`config.mk`:
```
export PLATFORM = sky130hd
export DESIGN_NAME = refresh_ctrl
export DESIGN_NICKNAME = d
export VERILOG_FILES = /design/src/shared/refresh_pkg.sv /design/src/hdl/refresh_addr_counter.sv /design/src/hdl/refresh_ctrl.sv /design/src/hdl/refresh_timer.sv
export SDC_FILE = /design/constraint.sdc
export NUM_CORES = 1
export LEC_CHECK = 0
export BUFFER_PORTS_ARGS = -buffer_cell sky130_fd_sc_hd__buf_2
export CAP_MARGIN = 20
export CORE_MARGIN = 1.5
export CORE_UTILIZATION = 55
export DETAILED_ROUTE_END_ITERATION = 10
export PLACE_DENSITY = 0.89
export SLEW_MARGIN = 10
export SYNTH_ARGS = -nofsm -noshare
export SYNTH_HDL_FRONTEND = slang
export SYNTH_SLANG_ARGS = --single-unit
```
`constraint.sdc`:
```
create_clock -name clk_i -period 4.5 [get_ports clk_i]
set_input_delay 0.45 -clock clk_i [delete_from_list [all_inputs] [get_ports clk_i]]
set_output_delay 0.45 -clock clk_i [all_outputs]
set_load 0.1 [all_outputs]
```
`src/shared/refresh_pkg.sv`:
```
// refresh_pkg: constants, register map and types of the refresh control block
// assumes a 40 MHz system clock; shared by the controller and its helpers
package refresh_pkg;
  // clock period in picoseconds
  localparam int unsigned CLK_PERIOD_PS = 25000;
  // row strobe precharge, least time, rounded up to whole cycles
  localparam int unsigned PRECHARGE_NS = 50;
  localparam int unsigned PRECHARGE_CYC = (PRECHARGE_NS * 1000 + CLK_PERIOD_PS - 1) / CLK_PERIOD_PS;
  // refresh clock unit time; period is (divider + 1) units
  localparam int unsigned REFRESH_UNIT_NS = 1000;
  localparam int unsigned REFRESH_UNIT_CYC = (REFRESH_UNIT_NS * 1000) / CLK_PERIOD_PS;
  // strobe low time is low-time bits plus this many cycles
  localparam logic [3:0] LOW_TIME_BASE = 4'h2;
  // register byte offsets
  localparam logic [7:0] CFG_OFS = 8'h00;
  localparam logic [7:0] STAT_OFS = 8'h04;
  localparam logic [7:0] ADDR_OFS = 8'h08;
  // configuration field positions
  localparam int unsigned CFG_LOW_LSB = 0;
  localparam int unsigned CFG_STAG_BIT = 2;
  localparam int unsigned CFG_SCFG_LSB = 3;
  localparam int unsigned CFG_DIV_LSB = 6;
  localparam int unsigned CFG_CE0_BIT = 10;
  localparam int unsigned CFG_W = 11;
  // configuration reset: all-strobe config, slowest clock, in-progress pin mode
  localparam logic [10:0] CFG_RESET = 11'h7d0;
  // strobe configuration codes
  localparam logic [2:0] SCFG_SINGLE = 3'h0;
  localparam logic [2:0] SCFG_PAIR = 3'h1;
  // refresh sequencer states
  typedef enum logic [1:0] {ST_IDLE, ST_ANNOUNCE, ST_STROBE} refresh_state_t;
endpackage

```
`src/hdl/refresh_addr_counter.sv`:
```
// refresh_addr_counter: refresh address, row bits lowest
// assumes increment is a one-cycle pulse from the sequencer; clear is a level decoded from the request pins
`timescale 1ns/1ps
`default_nettype none
module refresh_addr_counter #(
  parameter int unsigned W = 24
) (
  // clock and reset
  input wire logic clk_i,
  input wire logic rst_i,
  // control: clear level, increment pulse
  input wire logic clear_i,
  input wire logic inc_i,
  // count value
  output logic [W-1:0] count_o
);
  // clear beats increment; all-ones wraps to zero
  always_ff @(posedge clk_i) begin
    if (rst_i || clear_i) begin
      count_o <= '0;
    end else if (inc_i) begin
      count_o <= count_o + W'(1);
    end
  end
endmodule
`default_nettype wire

```
`src/hdl/refresh_ctrl.sv`:
```
// refresh_ctrl: refresh request, arbitration and row strobe sequencer
// assumes pins arrive asynchronously and a classic wishbone master
// Behaviour
// - in-progress asserts one cycle before strobes
// - in-progress waits for access request negation
// - address counter increments after strobes negate
// - strobe low time from two bits
// - refresh clock period from four bits
// - refresh only between accesses, after precharge
// - auto refresh only while disable negated
// - request pulse latched, cleared at end
// - external refresh waits for access, precharge
// - held request runs another refresh cycle
// - pin becomes refresh request output
// - request output holds until refresh occurs
// - missed periods pulse request output high
// - exclusive types, precharge always guaranteed
// - conventional: all strobes assert together
// - conventional: all negate with in-progress
// - staggered single: one strobe per edge
// - staggered pair: two strobes per edge
// - staggered all: together, each meets low time
// - extend input lengthens strobe low time
// - extend sampled at end, all-strobe only
// - request with disable negated clears counter
//
// Decided for this implementation: the Wishbone interface to the registers and the address map.
`timescale 1ns/1ps
`default_nettype none
module refresh_ctrl
  import refresh_pkg::*;
#(
  parameter int unsigned ADDR_CNT_W = 24,
  parameter int unsigned ROW_W = 11
) (
  // clock and reset
  input wire logic clk_i,
  input wire logic rst_i,
  // wishbone slave
  input wire logic cyc_i,
  input wire logic stb_i,
  input wire logic we_i,
  input wire logic [7:0] adr_i,
  input wire logic [3:0] sel_i,
  input wire logic [31:0] dat_i,
  output logic [31:0] dat_o,
  output logic ack_o,
  // refresh pins, asynchronous
  input wire logic ext_refresh_req_n_i,
  input wire logic auto_refresh_disable_n_i,
  input wire logic refresh_extend_in_i,
  input wire logic port_a_access_request_n_i,
  input wire logic port_b_access_request_n_i,
  // memory side
  output logic [3:0] row_strobe_outputs_n_o,
  output logic refresh_in_progress_n_o,
  output logic [ROW_W-1:0] mem_addr_o
);
  // pin synchroniser stages; first stage read only by second
  logic [4:0] sync1;
  logic [4:0] sync2;
  logic req_low; // external request asserted
  logic auto_en; // disable input negated
  logic extend; // extend input high
  logic access_busy; // either port running an access
  // configuration and fields
  logic [CFG_W-1:0] cfg;
  logic [1:0] low_bits;
  logic stagger;
  logic [2:0] scfg;
  logic [3:0] divider;
  logic refresh_in_progress_n_mode;
  // sequencer
  refresh_state_t state;
  refresh_state_t next_state;
  logic [3:0] cnt; // cycles since first strobe edge
  logic [3:0] low_time;
  logic [3:0] last_cnt;
  logic end_edge; // edge that would end the refresh
  logic may_extend;
  logic done; // strobes negate on this edge
  logic [1:0] prech_cnt; // precharge still owed
  // requests
  logic tick;
  logic ext_latch;
  logic auto_pend;
  logic refresh_request_out_n_pend;
  logic refresh_request_out_n_n;
  logic clear_cnt;
  logic [ADDR_CNT_W-1:0] addr_cnt;
  logic [3:0] strobe_low;

  // delay of strobe k behind the first strobe edge
  function automatic logic [3:0] stage_of(input int unsigned k, input logic stag,
                                          input logic [2:0] sc);
    if (!stag) begin
      stage_of = 4'h0;
    end else if (sc == SCFG_SINGLE) begin
      stage_of = 4'(k);
    end else if (sc == SCFG_PAIR) begin
      stage_of = 4'(k / 2);
    end else begin
      stage_of = 4'h0;
    end
  endfunction

  // two-flop synchroniser for all pins
  always_ff @(posedge clk_i) begin
    if (rst_i) begin
      sync1 <= 5'h1b;
      sync2 <= 5'h1b;
    end else begin
      sync1 <= {port_b_access_request_n_i, port_a_access_request_n_i,
                refresh_extend_in_i, auto_refresh_disable_n_i, ext_refresh_req_n_i};
      sync2 <= sync1;
    end
  end

  // pin meanings
  assign req_low = !sync2[0];
  assign auto_en = sync2[1];
  assign extend = sync2[2];
  assign access_busy = !sync2[3] || !sync2[4];

  // configuration fields
  assign low_bits = cfg[CFG_LOW_LSB +: 2];
  assign stagger = cfg[CFG_STAG_BIT];
  assign scfg = cfg[CFG_SCFG_LSB +: 3];
  assign divider = cfg[CFG_DIV_LSB +: 4];
  assign refresh_in_progress_n_mode = cfg[CFG_CE0_BIT];

  // refresh timing figures
  assign low_time = LOW_TIME_BASE + {2'b00, low_bits};
  assign last_cnt = low_time - 4'h1 + stage_of(3, stagger, scfg);
  assign end_edge = (state == ST_STROBE) && (cnt == last_cnt);
  assign may_extend = !stagger || ((scfg != SCFG_SINGLE) && (scfg != SCFG_PAIR));
  assign done = end_edge && !(may_extend && extend);

  // wishbone: one wait state, ack drops the cycle after
  always_ff @(posedge clk_i) begin
    if (rst_i) begin
      ack_o <= 1'b0;
    end else begin
      ack_o <= cyc_i && stb_i && !ack_o;
    end
  end

  // configuration register, byte lanes 0 and 1
  always_ff @(posedge clk_i) begin
    if (rst_i) begin
      cfg <= CFG_RESET;
    end else if (cyc_i && stb_i && we_i && !ack_o && (adr_i == CFG_OFS)) begin
      if (sel_i[0]) begin
        cfg[7:0] <= dat_i[7:0];
      end
      if (sel_i[1]) begin
        cfg[CFG_W-1:8] <= dat_i[CFG_W-1:8];
      end
    end
  end

  // read data; unmapped reads return zero
  always_ff @(posedge clk_i) begin
    if (rst_i) begin
      dat_o <= 32'h0000_0000;
    end else if (cyc_i && stb_i && !we_i && !ack_o) begin
      unique case (adr_i)
        CFG_OFS: dat_o <= 32'(cfg);
        STAT_OFS: dat_o <= {26'h0, refresh_request_out_n_pend, auto_pend, ext_latch, access_busy,
                            state == ST_STROBE, state != ST_IDLE};
        ADDR_OFS: dat_o <= 32'(addr_cnt);
        default: dat_o <= 32'h0000_0000;
      endcase
    end
  end

  // internal refresh clock
  refresh_timer u_timer (
    .clk_i(clk_i),
    .rst_i(rst_i),
    .clear_i(clear_cnt),
    .divider_i(divider),
    .tick_o(tick)
  );

  // request with disable negated clears counter and clock
  assign clear_cnt = req_low && auto_en;

  // refresh address counter
  refresh_addr_counter #(
    .W(ADDR_CNT_W)
  ) u_addr (
    .clk_i(clk_i),
    .rst_i(rst_i),
    .clear_i(clear_cnt),
    .inc_i(done),
    .count_o(addr_cnt)
  );

  // external request latch; a held request sets it again at the end
  always_ff @(posedge clk_i) begin
    if (rst_i) begin
      ext_latch <= 1'b0;
    end else if (req_low) begin
      ext_latch <= 1'b1;
    end else if (done) begin
      ext_latch <= 1'b0;
    end
  end

  // automatic request, only while disable is negated
  always_ff @(posedge clk_i) begin
    if (rst_i) begin
      auto_pend <= 1'b0;
    end else if (tick && auto_en) begin
      auto_pend <= 1'b1;
    end else if (done && !ext_latch) begin
      auto_pend <= 1'b0;
    end
  end

  // request output: holds until served, pulses high per missed period
  always_ff @(posedge clk_i) begin
    if (rst_i) begin
      refresh_request_out_n_pend <= 1'b0;
      refresh_request_out_n_n <= 1'b1;
    end else if (tick) begin
      refresh_request_out_n_pend <= 1'b1;
      refresh_request_out_n_n <= refresh_request_out_n_pend;
    end else if (done) begin
      refresh_request_out_n_pend <= 1'b0;
      refresh_request_out_n_n <= 1'b1;
    end else begin
      refresh_request_out_n_n <= !refresh_request_out_n_pend;
    end
  end

  // precharge owed after an access or a refresh
  always_ff @(posedge clk_i) begin
    if (rst_i) begin
      prech_cnt <= 2'h0;
    end else if (access_busy || done) begin
      prech_cnt <= 2'(PRECHARGE_CYC);
    end else if (prech_cnt != 2'h0) begin
      prech_cnt <= prech_cnt - 2'h1;
    end
  end

  // sequencer next state
  always_comb begin
    next_state = state;
    unique case (state)
      ST_IDLE: begin
        // never inside an access, never before precharge
        if ((ext_latch || auto_pend) && !access_busy && (prech_cnt == 2'h0)) begin
          next_state = ST_ANNOUNCE;
        end
      end
      ST_ANNOUNCE: begin
        next_state = ST_STROBE;
      end
      ST_STROBE: begin
        if (done) begin
          next_state = ST_IDLE;
        end
      end
    endcase
  end

  // state register
  always_ff @(posedge clk_i) begin
    if (rst_i) begin
      state <= ST_IDLE;
    end else begin
      state <= next_state;
    end
  end

  // strobe cycle counter; frozen while extended
  always_ff @(posedge clk_i) begin
    if (rst_i || (state != ST_STROBE)) begin
      cnt <= 4'h0;
    end else if (!end_edge) begin
      cnt <= cnt + 4'h1;
    end
  end

  // per strobe window: own stage start, low time long
  genvar k;
  generate
    for (k = 0; k < 4; k++) begin : g_strobe
      always_comb begin
        strobe_low[k] = (state == ST_STROBE) && (cnt >= stage_of(k, stagger, scfg)) &&
                        (cnt < stage_of(k, stagger, scfg) + low_time);
      end
    end
  endgenerate

  // output pins
  assign row_strobe_outputs_n_o = ~strobe_low;
  assign refresh_in_progress_n_o = refresh_in_progress_n_mode ? (state == ST_IDLE) : refresh_request_out_n_n;
  assign mem_addr_o = addr_cnt[ROW_W-1:0];

  // helper: cycles strobe 0 has been low
  logic [7:0] low_len;
  always_ff @(posedge clk_i) begin
    if (rst_i || !strobe_low[0]) begin
      low_len <= 8'h00;
    end else begin
      low_len <= low_len + 8'h01;
    end
  end
endmodule
`default_nettype wire

```
`src/hdl/refresh_timer.sv`:
```
// refresh_timer: internal refresh clock, one tick per programmed period
// assumes divider bits are stable between refreshes; clear restarts the period
`timescale 1ns/1ps
`default_nettype none
module refresh_timer
  import refresh_pkg::*;
#(
  parameter int unsigned UNIT_CYC = REFRESH_UNIT_CYC
) (
  // clock and reset
  input wire logic clk_i,
  input wire logic rst_i,
  // control
  input wire logic clear_i,
  input wire logic [3:0] divider_i,
  // one-cycle tick
  output logic tick_o
);
  // cycles within a unit, units within a period
  logic [9:0] unit_cnt;
  logic [3:0] unit_idx;
  logic unit_end;

  assign unit_end = (unit_cnt == 10'(UNIT_CYC - 1));

  // count units; a tick marks the end of the last unit
  always_ff @(posedge clk_i) begin
    if (rst_i || clear_i) begin
      unit_cnt <= 10'h000;
      unit_idx <= 4'h0;
      tick_o <= 1'b0;
    end else begin
      tick_o <= 1'b0;
      if (unit_end) begin
        unit_cnt <= 10'h000;
        if (unit_idx >= divider_i) begin
          unit_idx <= 4'h0;
          tick_o <= 1'b1;
        end else begin
          unit_idx <= unit_idx + 4'h1;
        end
      end else begin
        unit_cnt <= unit_cnt + 10'h001;
      end
    end
  end
endmodule
`default_nettype wire

```
==> results of run 1 <==
## registers in the layout, indices dropped and copies added (netlist names)
signal / cells
dat_o: 24
u_addr.count_o: 24
cfg: 11
u_timer.unit_cnt: 10
sync1: 5
sync2: 5
cnt: 4
u_timer.unit_idx: 4
prech_cnt: 2
state: 2
ack_o: 1
auto_pend: 1
ext_latch: 1
refresh_request_out_n_n: 1
refresh_request_out_n_pend: 1
u_timer.tick_o: 1
## layout make-up
class                   count  share of cell area, %
flip-flops and latches     97                  35.83
repair buffers             76                  7.248
well taps                 108                  2.493
multi-input cells         405                  48.43
clock buffers              10                  2.539
inverters                  31                  2.147
clock inverters             6                  1.316
## cells in the final DEF (no fill, tap or decap), types with 5 or more instances in the layout
master | netlist | routed
or2_2 | 9 | 9
xnor2_1 | 8 | 8
clkbuf_8 | 0 | 10
ha_1 | 34 | 34
o21ai_0 | 29 | 29
or4_1 | 14 | 14
a211o_1 | 6 | 6
nand2_1 | 39 | 39
nand4_1 | 5 | 5
nor2_1 | 66 | 66
o31ai_1 | 11 | 11
inv_1 | 31 | 31
xor2_1 | 7 | 7
dfxtp_1 | 97 | 97
a21oi_1 | 32 | 32
conb_1 | 1 | 8
nor2b_1 | 6 | 6
nor3_1 | 8 | 8
nand3_1 | 23 | 23
buf_2 | 6 | 71
a22oi_1 | 25 | 25
or3_1 | 11 | 11
buf_4 | 19 | 5
nand2b_1 | 6 | 6
mux2i_1 | 12 | 12
## worst register-to-register path, stage by stage, from the launching register on
cell,delay (ns)
dfxtp_1,0.36
nor4b_1,0.31
buf_4,0.21
inv_1,0.08
ha_1,0.34
inv_1,0.06
ha_1,0.19
ha_1,0.29
xnor2_1,0.21
and4_1,0.30
o211ai_2,0.34
or4_1,0.62
a21oi_1,0.15
## layer usage
layer | wire (um) | up-vias | track usage, %
li1 | - | 2080 | -
met1 | 4731 | 1998 | 28.07
met2 | 5483 | 143 | 40.06
met3 | 561 | 26 | 4.964
met4 | 248 | 0 | 12.20
met5 | 0 | - | 0
## path summary, 6_finish.rpt
| path | end | slack [ns] | cells past startpoint |
|---|---|---|---|
| max | row_strobe_outputs_n_o[2] | 0.86 | 12 |
| min | sync1[3] | 0.27 | 2 |
| max reg2reg | u_addr.count_o[22] | 0.99 | 12 |
| min reg2reg | sync2[3] | 0.42 | 1 |
## stage by stage
stage          hold WS, ns  power (mW)  setup slack (ns)  utilization [%]  std cells
3_5_place_dp        0.3940       1.148             1.056            60.05        717
6_report            0.2650       1.723            0.8570            62.46        733
5_1_grt             0.2550       1.790            0.6628            62.46        733
3_3_place_gp        0.3937       1.139             1.159            60.05        717
2_1_floorplan       0.3895       1.104            0.6365                -        578
4_1_cts             0.2538       1.730            0.8691            62.46        733
## logic make-up after synthesis
family,Yosys count,share of synthesized area [%]
simple gates,208,21.52
compound gates,124,16.61
flops,97,39.53
buf+inv,76,7.565
fa+ha+maj,34,8.660
mux,16,3.362
xor+xnor,15,2.675
other cells,1,0.07634
## power groups by stage
stage | registers (mW) | clock network, mW | logic [mW]
after floorplan | 0.903 | 0 | 0.202
after global placement | 0.901 | 0 | 0.237
after detailed placement | 0.902 | 0 | 0.246
after CTS | 0.882 | 0.599 | 0.248
after global routing | 0.884 | 0.643 | 0.263
final | 0.883 | 0.593 | 0.247
==> summary.txt, run 1 <==
Status
  • Status: completed

Clocking
  • # hold bufs at CTS: 0
  • H-tree Lvls: 3
  • Clk pin slew, worst setup/hold paths: approximately 0.1 ns
  • Clock sink count: 97
  • Worst-Skew Late Latency: 0.37 ns
  • CTS max path bufs: 2
  • CTS resizes: 0
  • Root Driver: clkbuf_8
  • # Post-CTS Setup Buffers: 0
  • CTS tree: done
  • CTS buffer count: 9

Route
  • WL final: 11,020 um
  • Drt pass-1 iters: 4
  • ANT nets after route: 0
  • Vias per inst: 5.794
  • Mean routed wirelength per cell: 15.04 um
  • 1st-iter DRT viols: 234
  • DRC viols: 0
  • Via count: 4,247

Setup path
  • Most frequent CP cell: ha_1
  • Worst Setup Start Kind: register
  • Critical path arrival: 3.19 ns
  • WP data required: 4.05 ns
  • Worst r2r src: cfg[3]
  • Family with the most delay on the worst path: adder cells
  • CP endpoint kind: output pin
  • Maximum fanout along the worst path: 6
  • Buffers & Inverters on Critical Path: 4
  • Crit-path slowest cell: buf_2
  • CP max stage delay: 0.44 ns
  • Worst Setup SP: cfg[3]
  • WS Path Type: register to output pin
  • Crit-path cells: nor4b_1 -> buf_4 -> inv_1 -> ha_1 -> ha_1 -> inv_1 -> ha_1 -> a21boi_0 -> o21a_1 -> o21ai_0 -> nand4b_1 -> buf_2

Yosys
  • Mapped cell area: 4912 um2
  • Seq cells post-synth: 97
  • Cells after Synth: 571
  • Syn Area/Cell: 8.603 um2
  • Area contributors post-synth: dfxtp_1 40%, ha_1 8.7%, nor2_1 5.0%, a22oi_1 3.8%, a21oi_1 3.3%
  • Area leader, netlist: dfxtp_1
  • Count leader, synth: dfxtp_1
  • Sequential area share after synthesis: 39.53%
  • Async S/R FF share, synth: 0%
  • Most used DFF post-synth: dfxtp_1
  • Share of Yosys cell area claimed by the top area cell type: 39.53%
  • Post-synth EDFFs: 0
  • Netlist cell types: between 50 and 60
  • Post-synth top cells: 97 x dfxtp_1, 66 x nor2_1, 39 x nand2_1, 34 x ha_1, 32 x a21oi_1
  • Synth Warn #: 0

Finish
  • Number of diodes: 0
  • Synthesis-to-layout area growth: 10.34%
  • Layout cells sized above 1: 17.60%
  • Final #Nets: about 710
  • Fillers: between 700 and 800
  • Final instance area: 5420 um2
  • Reg area: 1942 um2
  • Area of the multi-input gates: 2625 um2

Floorplan
  • Die Wd: 97.51 um
  • Core ar.: approximately 8700 um2
  • Die area: roughly 9500 um2
  • Starting Density: 56.60%
  • I/O pin count: between 100 and 150
  • Die height: 97.51 um
  • Num rows: 34

Pwr
  • Pleak: about 2.3 nW
  • Seq pwr share: 51.2%
  • Switching power total: 511.5 uW
  • Combinational Power Share: 14.3%
  • Clk network pwr share: 34.4%
  • Power per cell area: 317.9 nW/um2
  • Worst VDD drop: 174.2 uV
  • Pint: 1.212 mW
  • Sw Ratio: between 20 and 30%

Timing
  • Highest Clock Rate: 274.5 MHz
  • Fin crit period: 3.643 ns
  • Fin. Hold Viols: 0
  • Clock Skews: 0.01860 ns
  • Setup Viol. Count Final: 0
  • Final TNS setup: 0 ns
  • Max_slew headroom: between 30 and 40%
  • RSZ-0062 raised after global routing: false
  • Period utilization: between 80% and 90%
  • Max Slew Vio Count: 0
  • Worst slew pin tran: 0.9671 ns

Global route
  • First-pass GRT wire length: around 19,000 um
  • Initial antenna violation count: 0
  • Gr ovfl total: 0
  • GRT Util Overall: between 20% and 30%
  • Vias in the first global route: roughly 4,300
  • Largest net degree at the start of global routing: 60

Place
  • Placed inst area: 5211 um2
  • RD Place Congestion: 0.8538
  • HPWL after DPL: 7989 um
  • IO buf count: 71

Worst hold path
  • Hold WC Path Type: primary input to register
  • Hold wc startpoint: port_a_access_request_n_i

Flow run
  • Max cap viols: 0
Power figures use the tool's default switching activity.
==> inputs of run 2 (changes only) <==
==> constraint.sdc (replaced) <==
create_clock -name clk_i -period 3.6 [get_ports clk_i]
set_input_delay 0.36 -clock clk_i [delete_from_list [all_inputs] [get_ports clk_i]]
set_output_delay 0.36 -clock clk_i [all_outputs]
set_load 0.1 [all_outputs]
==> run 2 against run 1 <==
Against the previous run: global-route usage up 0.51 points; register-to-register slack got worse by 0.78 ns; sequential power up 25%; first-iteration DRC count grew 7.7%; clock power grew 16%; sequential share of layout area fell by 0.091 points; die area unchanged; critical path depth fell by 1; flip-flop and latch count did not move; non-clock buffer count grew 2.
==> summary.txt, run 2 (same netlist as run 1, synthesis figures left out) <==
Status
  • Status: completed

Finish
  • Biggest regs: dat_o x24, u_addr.count_o x24, cfg x11
  • Core Util, Final: 62.62%
  • Most common cell after layout, fill and taps aside: dfxtp_1
  • Non-filler cells, final: 735
  • Final #Nets: a little over 700
  • Most frequent cells in the layout: 97 x dfxtp_1, 70 x buf_2, 66 x nor2_1
  • Synthesis-to-layout area growth: 10.62%
  • Layout cells sized above 1: 18.18%
  • Number of diodes: 0

Place
  • Post-Place Cells: approximately 700
  • IO buf count: 71
  • HPWL after DPL: ~8000 um
  • RD Place Congestion: 0.8639

Route
  • WL final: 11,180 um
  • Vias per inst: 5.812
  • Via count: 4,272
  • Mean routed wirelength per cell: 15.21 um
  • Drt pass-1 iters: 6
  • ANT nets after route: 0
  • 1st-iter DRT viols: 252
  • DRC viols: 0

Setup path
  • WP data required: 3.24 ns
  • Maximum fanout along the worst path: 4
  • WS Path Type: register to output pin
  • Worst Setup Start Kind: register
  • CP endpoint kind: output pin
  • Critical path arrival: a little over 3 ns

Timing
  • Final TNS setup: 0 ns
  • Highest Clock Rate: 291.5 MHz
  • Fin crit period: 3.430 ns
  • Fin. Hold Viols: 0
  • Worst hold slack: 0.1682 ns
  • Max Slew Vio Count: 0
  • Period utilization: 95.28%
  • RSZ-0062 raised after global routing: false
  • Setup Viol. Count Final: 0
  • Clock Skews: ~0.013 ns
  • Worst slew pin tran: roughly 0.96 ns
  • Max_slew headroom: 35.80%

Global route
  • First-pass GRT wire length: 18,860 um
  • Initial antenna violation count: 0
  • Largest net degree at the start of global routing: 59
  • Gr ovfl total: 0
  • GRT Util Overall: 24.13%
  • Vias in the first global route: between 4,000 and 5,000

Clocking
  • CTS max path bufs: 2
  • CTS tree: done
  • # hold bufs at CTS: 0
  • CTS buffer count: 9
  • Clock sink count: 97
  • Root Driver: clkbuf_8
  • Clk pin slew, worst setup/hold paths: 0.10 ns
  • H-tree Lvls: 3
  • Worst-Skew Late Latency: roughly 0.37 ns

Flow run
  • Max cap viols: 0

Pwr
  • Pleak: 2.271 nW
  • Power per cell area: 386.7 nW/um2
  • Worst VDD drop: 286.9 uV

Floorplan
  • I/O pin count: roughly 100
  • Die height: 97.51 um
  • Num rows: 34
  • Starting Density: around 57%
  • Core ar.: 8678 um2
  • Die area: 9507 um2
  • Die Wd: 97.51 um

Worst hold path
  • Hold WC Path Type: primary input to register
==> run 2: layout make-up <==
cell class / count / area [um2]
fill: 741 / 3244
multi-input combinational: 405 / 2643
sequential: 97 / 1942
timing repair buffer: 78 / 410.4
clock buffer: 10 / 137.6
tap: 108 / 135.1
inverter: 31 / 116.4
clock inverter: 6 / 50.05
==> run 2: critical path: stages, from the launching register on <==
cell and delay (ns):
dfxtp_1 0.36, nor4b_2 0.37, inv_1 0.14, ha_1 0.34, ha_1 0.29, inv_1 0.04
ha_1 0.25, a21boi_0 0.17, o21a_1 0.12, o21ai_0 0.07, nand4b_1 0.10, buf_2 0.43
==> run 2: worst paths after layout <==
check                                    startpoint                         to  slack (ns)  cells after the start
worst max-delay path                         cfg[3]  row_strobe_outputs_n_o[3]        0.17                     11
worst min-delay path            ext_refresh_req_n_i                   sync1[0]        0.17                      2
worst max register to register               cfg[3]         u_addr.count_o[15]        0.21                     12
worst min register to register             sync1[0]                   sync2[0]        0.41                      1
==> run 2: stage by stage <==
step	instance area, um2	setup WS (ns)	total power [mW]
after floorplan	4945	0.09678	1.380
after global placement	5233	0.3636	1.425
after detailed placement	5233	0.2233	1.434
after CTS	5420	0.1370	2.108
after global routing	5434	0.03085	2.176
final	5434	0.1699	2.101
==> run 2: routing by layer <==
| layer | vias to the layer above | GRT usage [%] | share of wire, % |
|---|---|---|---|
| li1 | 2079 | - | - |
| met1 | 2009 | 29.59 | 43 |
| met4 | 0 | 11.98 | 3.4 |
| met2 | 153 | 40.65 | 49 |
| met3 | 31 | 4.317 | 5.2 |
| met5 | - | 0 | 0 |
==> run 2: timing repair <==
item,4_1_cts,5_1_grt
endpoints found under the setup margin,0,3
gates resized for setup,0,3
buffers inserted,0,0
==> run 2: where the power goes <==
group	leakage, nW	internal, mW	total [mW]	switching [mW]
clock	0.0952	0.280	0.688	0.408
sequential	0.785	1.09	1.10	0.0134
combinational	1.39	0.0754	0.309	0.233
==> inputs of run 3 (changes only) <==
--- a/config.mk
+++ b/config.mk
@@ -7,7 +7,6 @@
 export LEC_CHECK = 0
 export BUFFER_PORTS_ARGS = -buffer_cell sky130_fd_sc_hd__buf_2
 export CAP_MARGIN = 20
-export CORE_MARGIN = 1.5
 export CORE_UTILIZATION = 55
 export DETAILED_ROUTE_END_ITERATION = 10
 export PLACE_DENSITY = 0.89
==> run 3 against run 2 <==
Against the previous run: non-clock buffer count did not move; critical path depth did not move; die area down 2.0%; clock power fell by 1%.
==> summary.txt, run 3 (same netlist as run 1, synthesis figures left out) <==
Route
  • Vias per inst: 5.872
  • Drt pass-1 iters: 5
  • Via count: about 4,300
  • ANT nets after route: 0
  • 1st-iter DRT viols: 245
  • WL final: 11,130 um
  • DRC viols: 0
  • Mean routed wirelength per cell: 15.15 um

Finish
  • Area of the multi-input gates: 2634 um2
  • Biggest regs: dat_o x24, u_addr.count_o x24, cfg x11
  • Layout cells sized above 1: 18.18%
  • Most common cell after layout, fill and taps aside: dfxtp_1
  • Synthesis-to-layout area growth: 10.34%
  • Fillers: between 700 and 800
  • Reg area: 1942 um2
  • Non-filler cells, final: 735
  • Most frequent cells in the layout: 97 x dfxtp_1, 70 x buf_2, 66 x nor2_1
  • Number of diodes: 0
  • Final #Nets: just over 700
  • Core Util, Final: 62.46%

Timing
  • Clock Skews: between 0.01 and 0.015 ns
  • Fin crit period: 3.446 ns
  • Worst slew pin tran: 0.9629 ns
  • Max Slew Vio Count: 0
  • Period utilization: 95.72%
  • Fin. Hold Viols: 0
  • Setup Viol. Count Final: 0
  • Worst hold slack: 0.1677 ns
  • PnR worst setup slack: 0.1540 ns
  • Max_slew headroom: 35.81%
  • Highest Clock Rate: 290.2 MHz
  • Final TNS setup: 0 ns
  • RSZ-0062 raised after global routing: false

Status
  • Status: completed

Clocking
  • Root Driver: clkbuf_8
  • CTS resizes: 0
  • CTS max path bufs: 2
  • Clock sink count: 97
  • CTS buffer count: 9
  • H-tree Lvls: 3
  • CTS tree: done
  • # Post-CTS Setup Buffers: 0
  • # hold bufs at CTS: 0
  • Worst-Skew Late Latency: 0.38 ns
  • Clk pin slew, worst setup/hold paths: about 0.10 ns

Global route
  • Largest net degree at the start of global routing: 59
  • Gr ovfl total: 0
  • GRT Util Overall: 24.73%
  • First-pass GRT wire length: 17,770 um
  • Initial antenna violation count: 0
  • Vias in the first global route: 3,956

Setup path
  • WS Path Type: register to output pin
  • CP endpoint kind: output pin
  • Worst Setup Start Kind: register
  • Critical path arrival: 3.09 ns
  • Maximum fanout along the worst path: 4
  • Family with the most delay on the worst path: adder cells
  • Buffers & Inverters on Critical Path: 3
  • Most frequent CP cell: ha_1
  • WP data required: between 3 and 4 ns
  • Crit-path slowest cell: nor4b_2
  • Crit-path cells: nor4b_2 -> inv_1 -> ha_1 -> ha_1 -> inv_1 -> ha_1 -> a21boi_0 -> o21a_1 -> o21ai_0 -> nand4b_1 -> buf_2
  • CP max stage delay: 0.36 ns

Place
  • HPWL after DPL: 8075 um
  • IO buf count: 71
  • Post-Place Cells: approximately 720
  • Pre-CTS setup slack: between 0.2 and 0.25 ns
  • RD Place Congestion: a little under 0.9

Pwr
  • Worst VDD drop: ~190 uV
  • Pleak: 2.270 nW
  • Power per cell area: just under 400 nW/um2

Floorplan
  • Starting Density: roughly 57%
  • Die area: 9313 um2
  • Num rows: 34
  • Core ar.: roughly 8700 um2
  • I/O pin count: about 100
  • Die height: 96.51 um
  • Die Wd: just under 100 um

Worst hold path
  • Hold WC Path Type: primary input to register

Flow run
  • Max cap viols: 0
-- run 3: final timing paths --
kind,startpoint,end,slack [ns],cells after the start
max reg2reg,cfg[3],u_addr.count_o[22],0.21,11
min reg2reg,sync1[0],sync2[0],0.41,1
max,cfg[3],row_strobe_outputs_n_o[3],0.15,11
min,port_b_access_request_n_i,sync1[4],0.17,2
-- run 3: power breakdown --
| part | internal [mW] | leakage [nW] | switching, mW |
|---|---|---|---|
| registers | 1.09 | 0.785 | 0.0135 |
| logic | 0.0750 | 1.39 | 0.234 |
| clock network | 0.265 | 0.0929 | 0.415 |
-- run 3: routing by layer --
| layer | wire length (um) | GRT usage (%) | vias to the layer above |
|---|---|---|---|
| li1 | - | - | 2077 |
| met1 | 4795 | 30.67 | 2071 |
| met2 | 5462 | 41.84 | 140 |
| met3 | 613 | 5.008 | 28 |
| met4 | 264 | 10.05 | 0 |
| met5 | 0 | 0 | - |
-- run 3: through the flow --
step                      cell area [um2]  power [mW]
after floorplan                      4945       1.380
after global placement               5233       1.425
after detailed placement             5233       1.435
after CTS                            5415       2.103
after global routing                 5420       2.177
final                                5420       2.094
-- run 3: cell type report --
cell class / count / area share (%)
timing repair buffer: 78 / 7.572
clock buffer: 9 / 2.285
inverter: 31 / 2.147
sequential: 97 / 35.83
clock inverter: 7 / 1.085
multi-input combinational: 405 / 48.59
tap: 108 / 2.493
